==> src/loader_pkg.sv <==
package loader_pkg;

	// clocking and timing
	localparam int CLK_HZ      = 50_000_000;
	localparam int MS_PER_S    = 1000;
	localparam int CYC_PER_MS  = CLK_HZ / MS_PER_S;
	localparam int I2C_HZ      = 100_000;
	localparam int I2C_QTR     = CLK_HZ / (4 * I2C_HZ);
	localparam logic [7:0] RELEASE_DELAY_MS = 8'h14; // 20 ms

	// own register map, byte offsets
	localparam logic [7:0] CTRL_OFS  = 8'h00;
	localparam logic [7:0] STAT_OFS  = 8'h04;
	localparam logic [7:0] DELAY_OFS = 8'h08;

	// control fields
	localparam int CTRL_EN_BIT = 0;
	localparam int CTRL_GO_BIT = 1;
	localparam logic CTRL_EN_RST = 1'b1;

	// status fields
	localparam int STAT_BUSY_BIT = 0;
	localparam int STAT_DONE_BIT = 1;
	localparam int STAT_ERR_BIT  = 2;
	localparam int STAT_REL_BIT  = 3;
	localparam int STAT_RAIL_BIT = 4;
	localparam int STAT_CAM_BIT  = 5;
	localparam int STAT_IDX_LSB  = 8;

	// target addresses, 7-bit form
	localparam logic [6:0] DES_ADDR7 = 7'h30;
	localparam logic [6:0] SER_ADDR7 = 7'h58;
	localparam logic [6:0] IMG_ADDR7 = 7'h20;

	typedef struct packed {
		logic [6:0] dev;
		logic [7:0] regad;
		logic [7:0] val;
	} cfg_entry_t;

	localparam int CFG_N = 7;
	localparam cfg_entry_t CFG_TABLE [CFG_N] = '{
		'{DES_ADDR7, 8'h4c, 8'h01},
		'{DES_ADDR7, 8'h58, 8'h58},
		'{DES_ADDR7, 8'h5c, 8'hb0},
		'{DES_ADDR7, 8'h5d, 8'h20},
		'{DES_ADDR7, 8'h65, 8'h20},
		'{DES_ADDR7, 8'h6d, 8'h7e},
		'{SER_ADDR7, 8'h0d, 8'h99}
	};

	typedef struct packed {
		logic        start;
		logic        stop;
		logic [7:0]  data;
	} i2c_cmd_t;

	typedef struct packed {
		logic        psel;
		logic        penable;
		logic        pwrite;
		logic [7:0]  paddr;
		logic [31:0] pwdata;
	} apb_req_t;

	typedef struct packed {
		logic        pready;
		logic        pslverr;
		logic [31:0] prdata;
	} apb_rsp_t;

endpackage

==> src/i2c_byte_engine.sv <==
`timescale 1ns/1ps
module i2c_byte_engine
#(
	parameter int QTR = loader_pkg::I2C_QTR
)
(
	input  wire logic                 mclk,
	input  wire logic                 nrst,
	input  wire loader_pkg::i2c_cmd_t cmd,
	input  wire logic                 cmd_valid,
	output logic                      cmd_ready,
	output logic                      done,
	output logic                      nack,
	input  wire logic                 scl_i,
	output logic                      scl_o,
	output logic                      scl_oe,
	input  wire logic                 sda_i,
	output logic                      sda_o,
	output logic                      sda_oe
);
	import loader_pkg::*;

	typedef enum {E_IDLE, E_START, E_BIT, E_STOP} eng_st_t;

	if (QTR < 2 || QTR > 65535)
	begin : g_chk
		$error("i2c quarter period out of range");
	end

	eng_st_t     st_q;
	logic [1:0]  ph_q;
	logic [15:0] tmr_q;
	logic [3:0]  bit_q;
	logic [8:0]  sh_q;
	logic        stop_q;
	logic        nack_q;
	logic        scl_oe_q;
	logic        sda_oe_q;
	logic        done_q;
	logic        scl_m_q;
	logic        scl_s_q;
	logic        sda_m_q;
	logic        sda_s_q;
	logic        tick;

	// open drain: pins only ever pulled low
	assign scl_o     = 1'b0;
	assign sda_o     = 1'b0;
	assign scl_oe    = scl_oe_q;
	assign sda_oe    = sda_oe_q;
	assign done      = done_q;
	assign nack      = nack_q;
	assign cmd_ready = (st_q == E_IDLE);
	assign tick      = (tmr_q == 16'(QTR - 1));

	// pin synchronisers
	always_ff @(posedge mclk)
	begin
		scl_m_q <= scl_i;
		scl_s_q <= scl_m_q;
		sda_m_q <= sda_i;
		sda_s_q <= sda_m_q;
	end

	// quarter bit timer, idle while nothing is in flight
	always_ff @(posedge mclk)
	begin
		if (!nrst || st_q == E_IDLE)
			tmr_q <= '0;
		else
			tmr_q <= tick ? '0 : tmr_q + 16'h0001;
	end

	// bit sequencer; a refused byte always ends the transfer with a stop
	always_ff @(posedge mclk)
	begin
		if (!nrst)
		begin
			st_q     <= E_IDLE;
			ph_q     <= 2'h0;
			bit_q    <= 4'h0;
			sh_q     <= '1;
			stop_q   <= 1'b0;
			nack_q   <= 1'b0;
			scl_oe_q <= 1'b0;
			sda_oe_q <= 1'b0;
			done_q   <= 1'b0;
		end
		else
		begin
			done_q <= 1'b0;
			case (st_q)
			E_IDLE:
				if (cmd_valid)
				begin
					sh_q   <= {cmd.data, 1'b1}; // ninth bit released for ack
					bit_q  <= 4'h0;
					ph_q   <= 2'h0;
					stop_q <= cmd.stop;
					nack_q <= 1'b0;
					st_q   <= cmd.start ? E_START : E_BIT;
				end
			E_START:
				if (tick)
				begin
					if (ph_q == 2'h0)
					begin
						sda_oe_q <= 1'b1; // sda falls while scl high
						ph_q     <= 2'h1;
					end
					else
					begin
						scl_oe_q <= 1'b1;
						ph_q     <= 2'h0;
						st_q     <= E_BIT;
					end
				end
			E_BIT:
				if (tick)
				begin
					case (ph_q)
					2'h0:
					begin
						sda_oe_q <= ~sh_q[8];
						ph_q     <= 2'h1;
					end
					2'h1:
					begin
						scl_oe_q <= 1'b0;
						ph_q     <= 2'h2;
					end
					2'h2:
						if (scl_s_q) // waits while the target stretches scl
						begin
							if (bit_q == 4'h8)
								nack_q <= sda_s_q; // RQ14
							ph_q <= 2'h3;
						end
					default:
					begin
						scl_oe_q <= 1'b1;
						ph_q     <= 2'h0;
						if (bit_q == 4'h8)
						begin
							if (stop_q || nack_q) // RQ14
								st_q <= E_STOP;
							else
							begin
								done_q <= 1'b1;
								st_q   <= E_IDLE;
							end
						end
						else
						begin
							bit_q <= bit_q + 4'h1;
							sh_q  <= {sh_q[7:0], 1'b1};
						end
					end
					endcase
				end
			E_STOP:
				if (tick)
				begin
					case (ph_q)
					2'h0: sda_oe_q <= 1'b1;
					2'h1: scl_oe_q <= 1'b0;
					2'h2: sda_oe_q <= 1'b0; // sda rises while scl high
					default:
					begin
						done_q <= 1'b1;
						st_q   <= E_IDLE;
					end
					endcase
					ph_q <= ph_q + 2'h1;
				end
			default:
				st_q <= E_IDLE;
			endcase
		end
	end

endmodule

==> src/camera_link_loader.sv <==
// Operation
// RQ1 - Every deserializer write goes to 7-bit address 0x30, sent as 0x60 with the write bit.
// RQ2 - The first deserializer write puts 0x01 into register 0x4c to open port zero for writes.
// RQ3 - Register 0x58 of the deserializer gets 0x58 to pass transactions through the link.
// RQ4 - Register 0x5c of the deserializer gets 0xb0, the alias of the remote serializer.
// RQ5 - Register 0x5d of the deserializer gets 0x20, the real address of the remote imager.
// RQ6 - Register 0x65 of the deserializer gets 0x20, the local alias of the imager.
// RQ7 - Register 0x6d of the deserializer gets 0x7e for coax cabling and raw 12-bit mode.
// RQ8 - After the deserializer, writes go to the serializer at 7-bit 0x58, sent as 0xb0.
// RQ9 - Register 0x0d of the serializer gets 0x99 to set its outputs and lock out remote control.
// RQ10 - No configuration write starts before all three parts are powered.
// RQ11 - The power-down release stays low until every supply rail has settled.
// RQ12 - The release rises about 20 ms after the rail is stable, the delay adjustable and shorter allowed.
// RQ13 - An acknowledged write to the imager alias confirms the imager is present.
// RQ14 - Each write is address, register byte, data byte; an unacknowledged byte stops and flags error.
//        The imager probe sends the address byte alone, and a refusal there ends in done, not error.
//
// Added by the designer: the address map and the APB slave port.
`timescale 1ns/1ps
module camera_link_loader
#(
	parameter int CYC_PER_MS_P = loader_pkg::CYC_PER_MS,
	parameter int I2C_QTR_P    = loader_pkg::I2C_QTR
)
(
	input  wire logic                 mclk,
	input  wire logic                 nrst,
	input  wire loader_pkg::apb_req_t apb_req,
	output loader_pkg::apb_rsp_t      apb_rsp,
	input  wire logic                 rails_ok,
	output logic                      link_powerdown_release,
	input  wire logic                 scl_i,
	output logic                      scl_o,
	output logic                      scl_oe,
	input  wire logic                 sda_i,
	output logic                      sda_o,
	output logic                      sda_oe
);
	import loader_pkg::*;

	typedef enum {M_OFF, M_WAIT, M_LOAD, M_PROBE, M_DONE, M_ERR} main_st_t;

	if (CYC_PER_MS_P < 1 || CYC_PER_MS_P > 65535)
	begin : g_chk
		$error("cycles per millisecond out of range");
	end

	main_st_t    st_q;
	logic [2:0]  idx_q;
	logic [1:0]  step_q;
	logic        pend_q;
	logic        cam_ok_q;
	logic [2:0]  fail_q;
	logic        rel_q;
	logic        rails_m_q;
	logic        rails_q;
	logic [15:0] cyc_q;
	logic [7:0]  ms_q;
	logic [7:0]  dly_ms_q;
	logic        en_q;
	logic [31:0] prdata_q;
	logic        pslverr_q;
	logic        up_w;
	logic        go_w;
	logic        wr_w;
	logic        setup_w;
	logic        eng_valid;
	logic        eng_ready;
	logic        eng_done;
	logic        eng_nack;
	i2c_cmd_t    eng_cmd;
	cfg_entry_t  ent;
	logic [31:0] stat_w;

	i2c_byte_engine #(
		.QTR (I2C_QTR_P)
	) u_eng (
		.mclk      (mclk),
		.nrst      (nrst),
		.cmd       (eng_cmd),
		.cmd_valid (eng_valid),
		.cmd_ready (eng_ready),
		.done      (eng_done),
		.nack      (eng_nack),
		.scl_i     (scl_i),
		.scl_o     (scl_o),
		.scl_oe    (scl_oe),
		.sda_i     (sda_i),
		.sda_o     (sda_o),
		.sda_oe    (sda_oe)
	);

	// rail indicator comes from a pin
	always_ff @(posedge mclk)
	begin
		rails_m_q <= rails_ok;
		rails_q   <= rails_m_q;
	end

	assign up_w = rails_q && en_q;
	assign link_powerdown_release = rel_q;

	// settle delay in whole milliseconds, counted only while waiting
	always_ff @(posedge mclk)
	begin
		if (!nrst || st_q != M_WAIT)
		begin
			cyc_q <= '0;
			ms_q  <= '0;
		end
		else if (ms_q != dly_ms_q)
		begin
			if (cyc_q == 16'(CYC_PER_MS_P - 1))
			begin
				cyc_q <= '0;
				ms_q  <= ms_q + 8'h01;
			end
			else
				cyc_q <= cyc_q + 16'h0001;
		end
	end

	// release held low until rails settle and the delay has run out
	always_ff @(posedge mclk)
	begin
		if (!nrst)
			rel_q <= 1'b0;
		else
			rel_q <= up_w && (st_q == M_LOAD || st_q == M_PROBE || st_q == M_DONE // RQ11
				|| st_q == M_ERR || (st_q == M_WAIT && ms_q == dly_ms_q)); // RQ12
	end

	// byte to send for the current entry and step
	always_comb
	begin
		ent = CFG_TABLE[idx_q];
		eng_cmd = '{start: 1'b0, stop: 1'b0, data: ent.regad}; // RQ14
		if (st_q == M_PROBE)
			eng_cmd = '{start: 1'b1, stop: 1'b1, data: {IMG_ADDR7, 1'b0}}; // RQ13
		else if (step_q == 2'h0)
			eng_cmd = '{start: 1'b1, stop: 1'b0, data: {ent.dev, 1'b0}}; // RQ1 RQ8
		else if (step_q == 2'h2)
			eng_cmd = '{start: 1'b0, stop: 1'b1, data: ent.val}; // RQ2 RQ9
	end

	// nothing leaves before the link is released
	assign eng_valid = (st_q == M_LOAD || st_q == M_PROBE) && !pend_q && up_w && rel_q; // RQ10

	// one byte in flight at a time
	always_ff @(posedge mclk)
	begin
		if (!nrst)
			pend_q <= 1'b0;
		else if (eng_valid && eng_ready)
			pend_q <= 1'b1;
		else if (eng_done)
			pend_q <= 1'b0;
	end

	// sequencer over the table, then the imager probe
	always_ff @(posedge mclk)
	begin
		if (!nrst)
		begin
			st_q     <= M_OFF;
			idx_q    <= 3'h0;
			step_q   <= 2'h0;
			cam_ok_q <= 1'b0;
			fail_q   <= 3'h0;
		end
		else if (!up_w)
			st_q <= M_OFF; // RQ10
		else
		begin
			case (st_q)
			M_OFF:
				st_q <= M_WAIT;
			M_WAIT:
				if (ms_q == dly_ms_q)
				begin
					idx_q    <= 3'h0;
					step_q   <= 2'h0;
					cam_ok_q <= 1'b0;
					st_q     <= M_LOAD;
				end
			M_LOAD:
				if (eng_done && pend_q)
				begin
					if (eng_nack)
					begin
						fail_q <= idx_q;
						st_q   <= M_ERR; // RQ14
					end
					else if (step_q == 2'h2)
					begin
						step_q <= 2'h0;
						if (idx_q == 3'(CFG_N - 1))
							st_q <= M_PROBE;
						else
							idx_q <= idx_q + 3'h1; // RQ3 RQ4 RQ5 RQ6 RQ7
					end
					else
						step_q <= step_q + 2'h1;
				end
			M_PROBE:
				if (eng_done && pend_q)
				begin
					cam_ok_q <= !eng_nack; // RQ13
					st_q     <= M_DONE;
				end
			M_DONE, M_ERR:
				if (go_w && !pend_q)
				begin
					idx_q    <= 3'h0;
					step_q   <= 2'h0;
					cam_ok_q <= 1'b0;
					st_q     <= M_LOAD;
				end
			default:
				st_q <= M_OFF;
			endcase
		end
	end

	// apb slave: reads decoded in setup, writes in access, answer with no wait state
	assign setup_w = apb_req.psel && !apb_req.penable;
	assign wr_w    = apb_req.psel && apb_req.penable && apb_req.pwrite;
	assign go_w    = wr_w && apb_req.paddr == CTRL_OFS && apb_req.pwdata[CTRL_GO_BIT];
	assign apb_rsp = '{pready: 1'b1, pslverr: pslverr_q, prdata: prdata_q};

	always_comb
	begin
		stat_w = '0;
		stat_w[STAT_BUSY_BIT] = (st_q == M_WAIT || st_q == M_LOAD || st_q == M_PROBE);
		stat_w[STAT_DONE_BIT] = (st_q == M_DONE);
		stat_w[STAT_ERR_BIT]  = (st_q == M_ERR);
		stat_w[STAT_REL_BIT]  = rel_q;
		stat_w[STAT_RAIL_BIT] = rails_q;
		stat_w[STAT_CAM_BIT]  = cam_ok_q;
		stat_w[STAT_IDX_LSB +: 3] = fail_q;
	end

	// read data and error captured in setup, so outputs come from flops
	always_ff @(posedge mclk)
	begin
		if (!nrst)
		begin
			prdata_q  <= '0;
			pslverr_q <= 1'b0;
		end
		else if (setup_w)
		begin
			pslverr_q <= 1'b0;
			case (apb_req.paddr)
			CTRL_OFS:  prdata_q <= {30'h0, 1'b0, en_q};
			STAT_OFS:  prdata_q <= stat_w;
			DELAY_OFS: prdata_q <= {24'h0, dly_ms_q};
			default:
			begin
				prdata_q  <= '0;
				pslverr_q <= 1'b1;
			end
			endcase
		end
	end

	// writable settings
	always_ff @(posedge mclk)
	begin
		if (!nrst)
		begin
			en_q     <= CTRL_EN_RST;
			dly_ms_q <= RELEASE_DELAY_MS;
		end
		else if (wr_w && apb_req.paddr == CTRL_OFS)
			en_q <= apb_req.pwdata[CTRL_EN_BIT];
		else if (wr_w && apb_req.paddr == DELAY_OFS && st_q != M_WAIT)
			dly_ms_q <= apb_req.pwdata[7:0]; // RQ12
	end
endmodule

==> config.mk <==
export PLATFORM = sky130hd
export DESIGN_NAME = camera_link_loader
export DESIGN_NICKNAME = d
export VERILOG_FILES = /design/src/loader_pkg.sv /design/src/i2c_byte_engine.sv /design/src/camera_link_loader.sv
export SDC_FILE = /design/constraint.sdc
export NUM_CORES = 1
export LEC_CHECK = 0
export ABC_AREA = 1
export BUFFER_PORTS_ARGS = -buffer_cell sky130_fd_sc_hd__buf_4
export CAP_MARGIN = 20
export CORE_MARGIN = 1
export CORE_UTILIZATION = 58
export CTS_CLUSTER_DIAMETER = 50
export DETAILED_ROUTE_END_ITERATION = 8
export PLACE_DENSITY = 0.81
export SLEW_MARGIN = 20
export SYNTH_ARGS = -nofsm -noshare
export SYNTH_HDL_FRONTEND = slang
export SYNTH_HIERARCHICAL = 1
export SYNTH_SLANG_ARGS = --single-unit
==> constraint.sdc <==
create_clock -name mclk -period 2.2 [get_ports mclk]
set_clock_uncertainty 0.05 [all_clocks]
set_input_delay 0.22 -clock mclk [delete_from_list [all_inputs] [get_ports mclk]]
set_output_delay 0.22 -clock mclk [all_outputs]
set_load 0.05 [all_outputs]
# ---- After elaboration in Yosys (flattened, before gate mapping)
# Memories as Yosys holds them, arrays and structs flattened.
# Cells that the tools add are included.
dict set report classes {
  magnitude_cmp 1
  n_addsub 7
  n_mux 91
  bitwise 3
  n_eq_ne 51
  reduce_logical 61
}
# cell count
set ops {}
lappend ops {{two-way mux 32 bit} 15}
lappend ops {{equality test 32 x 2 -> 1 bit, second input constant} 5}
lappend ops {{case mux 32 bit (5 select lines)} 1}
lappend ops {{equality test 32 x 3 -> 1 bit, second input constant} 4}
lappend ops {{case mux 32 bit (4 select lines)} 1}
lappend ops {{logical NOT 32 bit} 3}
lappend ops {{equality test 32 x 1 -> 1 bit, second input constant} 2}
lappend ops {{equality test 32 x 4 -> 1 bit, second input constant} 2}
lappend ops {{two-way mux 23 bit} 2}
lappend ops {{two-way mux 9 bit} 5}
lappend ops {{case mux 11 bit (3 select lines)} 1}
lappend ops {{adder 16 x 1 -> 16 bit, second input constant} 2}
lappend ops {{!= test 32 x 2 -> 1 bit, second input constant} 1}
lappend ops {{two-way mux 1 bit} 28}
lappend ops {{!= test 2 bit, second input constant} 13}
lappend ops {{two-way mux 2 bit} 12}
lappend ops {{AND reduction 6 bit} 4}
lappend ops {{two-way mux 10 bit} 2}
lappend ops {{two-way mux 3 bit} 6}
lappend ops {{!= test 2 x 1 -> 1 bit, second input constant} 9}
lappend ops {{case mux 9 bit (2 select lines)} 1}
lappend ops {{equality test 16 bit, second input constant} 1}
lappend ops {{equality test 16 x 7 -> 1 bit, second input constant} 1}
lappend ops {{logical AND 1 bit} 16}
lappend ops {{39 further kinds} 77}
dict set report totals {
  register_bits 183
  mem_bits_ro 184
  mem_count 1
}
# name depth width read_ports rd_clocked_by_memory_dff write_ports line_no
set mem_list {}
lappend mem_list {{(name not given)} 8 23 1 0 0 camera_link_loader.sv:136} ;# ent = CFG_TABLE[idx_q];

# ---- Longest topological paths before layout
dict set report logic_depth {
  depth_word 10
  depth_mapped 12
}

# ---- Cells and area by module
# Netlist, hierarchy kept.
# module cells_each area_per_inst_um2 instances seq_area_each_um2
set modules_own_cells {}
lappend modules_own_cells {camera_link_loader 539 3684.8 1 1221.2}
lappend modules_own_cells {i2c_byte_engine 308 2168.3 1 820.8}

# ---- Worst setup path after synthesis
# Ideal clock, no wire load.
dict set report synth_timing {
  kind {reg2reg}
  from {register rel_q, in the netlist link_powerdown_release}
  to {register u_eng.sh_q[1]}
  arrival_time_ns 1.615
  n_path_buf 1
  t_required_ns 2.025
  stages_incl_launch_ff 9
  setup_time_ns 0.125
  slack_ns 0.410
  path_cell_list {dfxtp_1 > nand2_1 > nor3_1 > nand2_1 > o21ai_4 > nand2_2 > buf_6 > nand2_1 > o211ai_2}
}
dict set report synth_via {
  elab_chain_len 3
}
# item line_no
set synth_lines {}
lappend synth_lines {{start, declared} camera_link_loader.sv:54} ;# logic rel_q;
lappend synth_lines {{start signal, assigned} camera_link_loader.sv:129} ;# rel_q <= up_w && (st_q == M_LOAD || st_q == M_PROBE || st_q == M_DONE
lappend synth_lines {{logical AND 1 bit} camera_link_loader.sv:147} ;# assign eng_valid = (st_q == M_LOAD || st_q == M_PROBE) && !pend_q && up_w && rel_q;
lappend synth_lines {{named net eng_valid} camera_link_loader.sv:67} ;# logic eng_valid;
lappend synth_lines {{!= test 2 bit (no source line)} --}
lappend synth_lines {{AND reduction 5 bit (no source line)} --}
lappend synth_lines {{end signal, assigned} i2c_byte_engine.sv:96} ;# sh_q <= {cmd.data, 1'b1};
lappend synth_lines {{end signal, assigned} i2c_byte_engine.sv:156} ;# sh_q <= {sh_q[7:0], 1'b1};
lappend synth_lines {{end, declared} i2c_byte_engine.sv:34} ;# logic [8:0] sh_q;
# The timed path passes the listed nets, and every way through them passes these cells.
# A chain may end at the register's enable or synchronous reset.

# ---- Worst setup path in the final report
dict set report layout_timing {
  from {register cyc_q[0]}
  to {register ms_q[1]}
}
dict set report layout_via {
  elab_chain_len 2
}
# item line_no
set layout_lines {}
lappend layout_lines {{start, declared} camera_link_loader.sv:57} ;# logic [15:0] cyc_q;
lappend layout_lines {{start signal, assigned} camera_link_loader.sv:119} ;# cyc_q <= cyc_q + 16'h0001;
lappend layout_lines {{equality test 16 bit} camera_link_loader.sv:113} ;# if (cyc_q == 16'(CYC_PER_MS_P - 1))
lappend layout_lines {{AND reduction 2 bit (no source line)} --}
lappend layout_lines {{end signal, assigned} camera_link_loader.sv:116} ;# ms_q <= ms_q + 8'h01;
lappend layout_lines {{end, declared} camera_link_loader.sv:58} ;# logic [7:0] ms_q;
# Every way passes these cells.

==> summary.md <==
| Metric | Value |
|---|---|
| Synth warn | 6 |
| IO buf count | 38 |
| Number of enable flip-flop cells after synthesis | 0 |
| Placer Congestion | 0.868 |
| CTS buffer count | 9 |
| CP Capture Type | flip-flop |
| Lkg Pwr | around 2.7 nW |
| Sequential-to-total area share from yosys stat | 0.349 |
| Core box area | 9770 um2 |
| Number of remaining DRC errors | 0 |
| Status | finished, final reports clean |
| Routed vias/inst | 5.10 |
| Synth Instances | 847 |
| Yosys cell types | 49 |
| Hold-fix buffers at CTS | 6 |
| First-pass GRT wire length | just over 20,000 um |
| Nets | slightly below 1,000 |
| GR Overflow Total | 0 |
| Worst hold path type | in2reg |
| Yosys top cell area share | 0.349 |
| Worst Setup Path Type | reg2reg |
| Postcts setup bufs | 0 |
| Share of layout cells above drive strength 1 | 0.129 |
| Row count | 36 |
| Antenna diodes | 0 |
| Total number of vias | 5,253 |
| Num ports | 87 |
| Initial Util | 0.599 |
| Count leader, synth | nand2_1 |
| Initial antenna violation count | 0 |
| Main synth FF type | dfxtp_1 |
| Clock-pin slew on the worst setup and hold paths | ~0.1 ns |
| CTS H-tree depth | 3 |
| Synth Register Bits | 102 |
| Worst-path fanout max | 6 |
| Wire per inst | 11.5 um |
| Power Dens Cells | 883 nW/um2 |
| PnR Total Power | 5.65 mW |
| Final wirelength | 11,900 um |
| Fillers | about 890 |
| Final Slew Violations | 0 |
| Minimum clock period | 1.80 ns |
| Post-layout util | 0.656 |
| Worst setup SP type | flip-flop |
| CTS Buffer Depth | 2 |
| Setup tns final | 0 ns |
| Post-DRT Antenna Nets | 0 |
| Max Cap Viol | 0 |
| Die area | 10,500 um2 |
| Avg Cell Area, Syn | 6.91 um2 |
| Synth area leader | dfxtp_1 |
| Commonest cells post-synth | nand2_1 (216), dfxtp_1 (102), nor2_1 (91) |
| Synth top area cells | dfxtp_1 (35%), nand2_1 (14%), nor2_1 (5.8%) |
| Clk sinks | 102 |
| Max frequency | 555 MHz |
| Initial DRC count | 267 |
| DIE WIDTH | 102 um |
| FFs w/ async S/R, synth | 0 |
| Dpl hpwl | just under 9000 um |
| Worst hold slack | 0.0170 ns |
| Mapped cell area | 5850 um2 |
| Vias in the first global route | 4,688 |
| Die Y | 102 um |
| Root buf cell | clkbuf_8 |
| CTS tree | built |
| CP Data Arrival Time | 2.01 ns |
| Fin. Hold Viols | 0 |
| VDD IR max | 0.738 mV |
| Final setup fails | 0 |
| Worst-Skew Late Latency | 0.38 ns |
| RSZ-0062 raised after global routing | false |
| Total iterations of the first detailed-routing run | 5 |
| Post-cts resize count | 0 |
| Crit path required time | 2.41 ns |
| Final critical-path share of the clock period | 0.820 |
| Area Growth Syn to Fin | 9.47% |
| Largest net degree at the start of global routing | ~40 |
| GRT Total Usage | 0.245 |
per-stage QoR:
stage,cell area (um2),setup slack [ns],instances
after global placement,6160,0.433,1008
final,6410,0.397,1030
after detailed placement,6160,0.417,1008
after floorplan,5930,0.410,868
after CTS,6410,0.410,1030
after global routing,6410,0.152,1030
report_power, final:
part | total (mW) | internal (mW) | switching [mW] | leakage, nW
logic | 2.30 | 0.778 | 1.53 | 1.75
clock network | 1.17 | 0.464 | 0.703 | 0.0943
registers | 2.18 | 2.00 | 0.184 | 0.827
final cells by class:
class	count	area [um2]	area share
Multi-Input combinational cell	633	3230	0.504
Sequential cell	102	2040	0.319
Timing Repair Buffer	56	435	0.0680
Inverter	90	340	0.0531
Tap cell	133	166	0.0260
Clock buffer	10	138	0.0215
Clock inverter	6	53.8	0.00840
logic make-up (layout without fill, tap and decap cells):
family / after synthesis / count (layout) / share of synthesized area
compound gates: 123 / 123 / 0.120
xor+xnor: 18 / 18 / 0.0269
fa+ha+maj: 21 / 21 / 0.0449
buf+inv: 133 / 162 / 0.112
flops: 102 / 102 / 0.349
other cells: 3 / 24 / 0.00192
simple gates: 447 / 447 / 0.345
path summary, 6_finish.rpt:
check / startpoint / to / slack [ns] / cells past startpoint
worst max-delay path: cyc_q[0]$_SDFFE_PP0P_ / ms_q[1]$_SDFFE_PP0P_ / 0.40 / 8
worst min-delay path: apb_req[5] / dly_ms_q[5]$_SDFFE_PN0P_ / 0.02 / 3
worst max register to register: cyc_q[0]$_SDFFE_PP0P_ / ms_q[1]$_SDFFE_PP0P_ / 0.40 / 8
worst min register to register: rails_m_q$_DFF_P_ / rails_q$_DFF_P_ / 0.29 / 0
critical path: stages (launching register included):
cell and delay (ns):
dfxtp_1 0.39, ha_1 0.21, nand2_1 0.10, nor2_1 0.22
nand3_1 0.18, nor2_2 0.26, inv_1 0.13, nand2_1 0.08
a21oi_1 0.06
layout by cell type, fill, tap and decap left out, types with 3 or more instances in the layout:
cell type | Yosys | routed
buf_4 | 28 | 50
a21oi_1 | 58 | 58
nor2_2 | 9 | 9
or2_2 | 3 | 3
nand4_1 | 14 | 14
nor2_4 | 4 | 4
inv_8 | 0 | 3
a31oi_1 | 4 | 4
inv_2 | 6 | 6
dlygate4sd3_1 | 0 | 6
nand2_1 | 216 | 216
o211ai_1 | 7 | 7
xnor2_1 | 10 | 10
nor3_2 | 4 | 4
nand2_2 | 7 | 7
inv_1 | 82 | 82
nor3_1 | 21 | 21
nor2_1 | 91 | 91
xor2_1 | 8 | 8
dfxtp_1 | 102 | 102
ha_1 | 21 | 21
clkbuf_8 | 0 | 10
nand3_1 | 61 | 61
a21oi_2 | 3 | 3
o21ai_0 | 37 | 37
o21ai_1 | 3 | 3
conb_1 | 3 | 24
metal layers:
layer / global-route usage / wire length [um] / vias to the layer above / share of wire
li1: - / - / 2784 / -
met1: 0.314 / 5730 / 2357 / 0.48
met2: 0.407 / 5520 / 96 / 0.46
met3: 0.0479 / 445 / 16 / 0.037
met4: 0.0945 / 187 / 0 / 0.016
met5: 0 / 0 / - / 0
registers in the layout, indices dropped and copies added, names as in the netlist, 3 cells and up:
register and flops:
u_eng/bit_q 4, u_eng/tmr_q 16, prdata_q 11, dly_ms_q 8, u_eng/sh_q 8, fail_q 3, idx_q 3, cyc_q 16
ms_q 8, st_q 3
No activity file was read; power rests on OpenSTA's default activity.
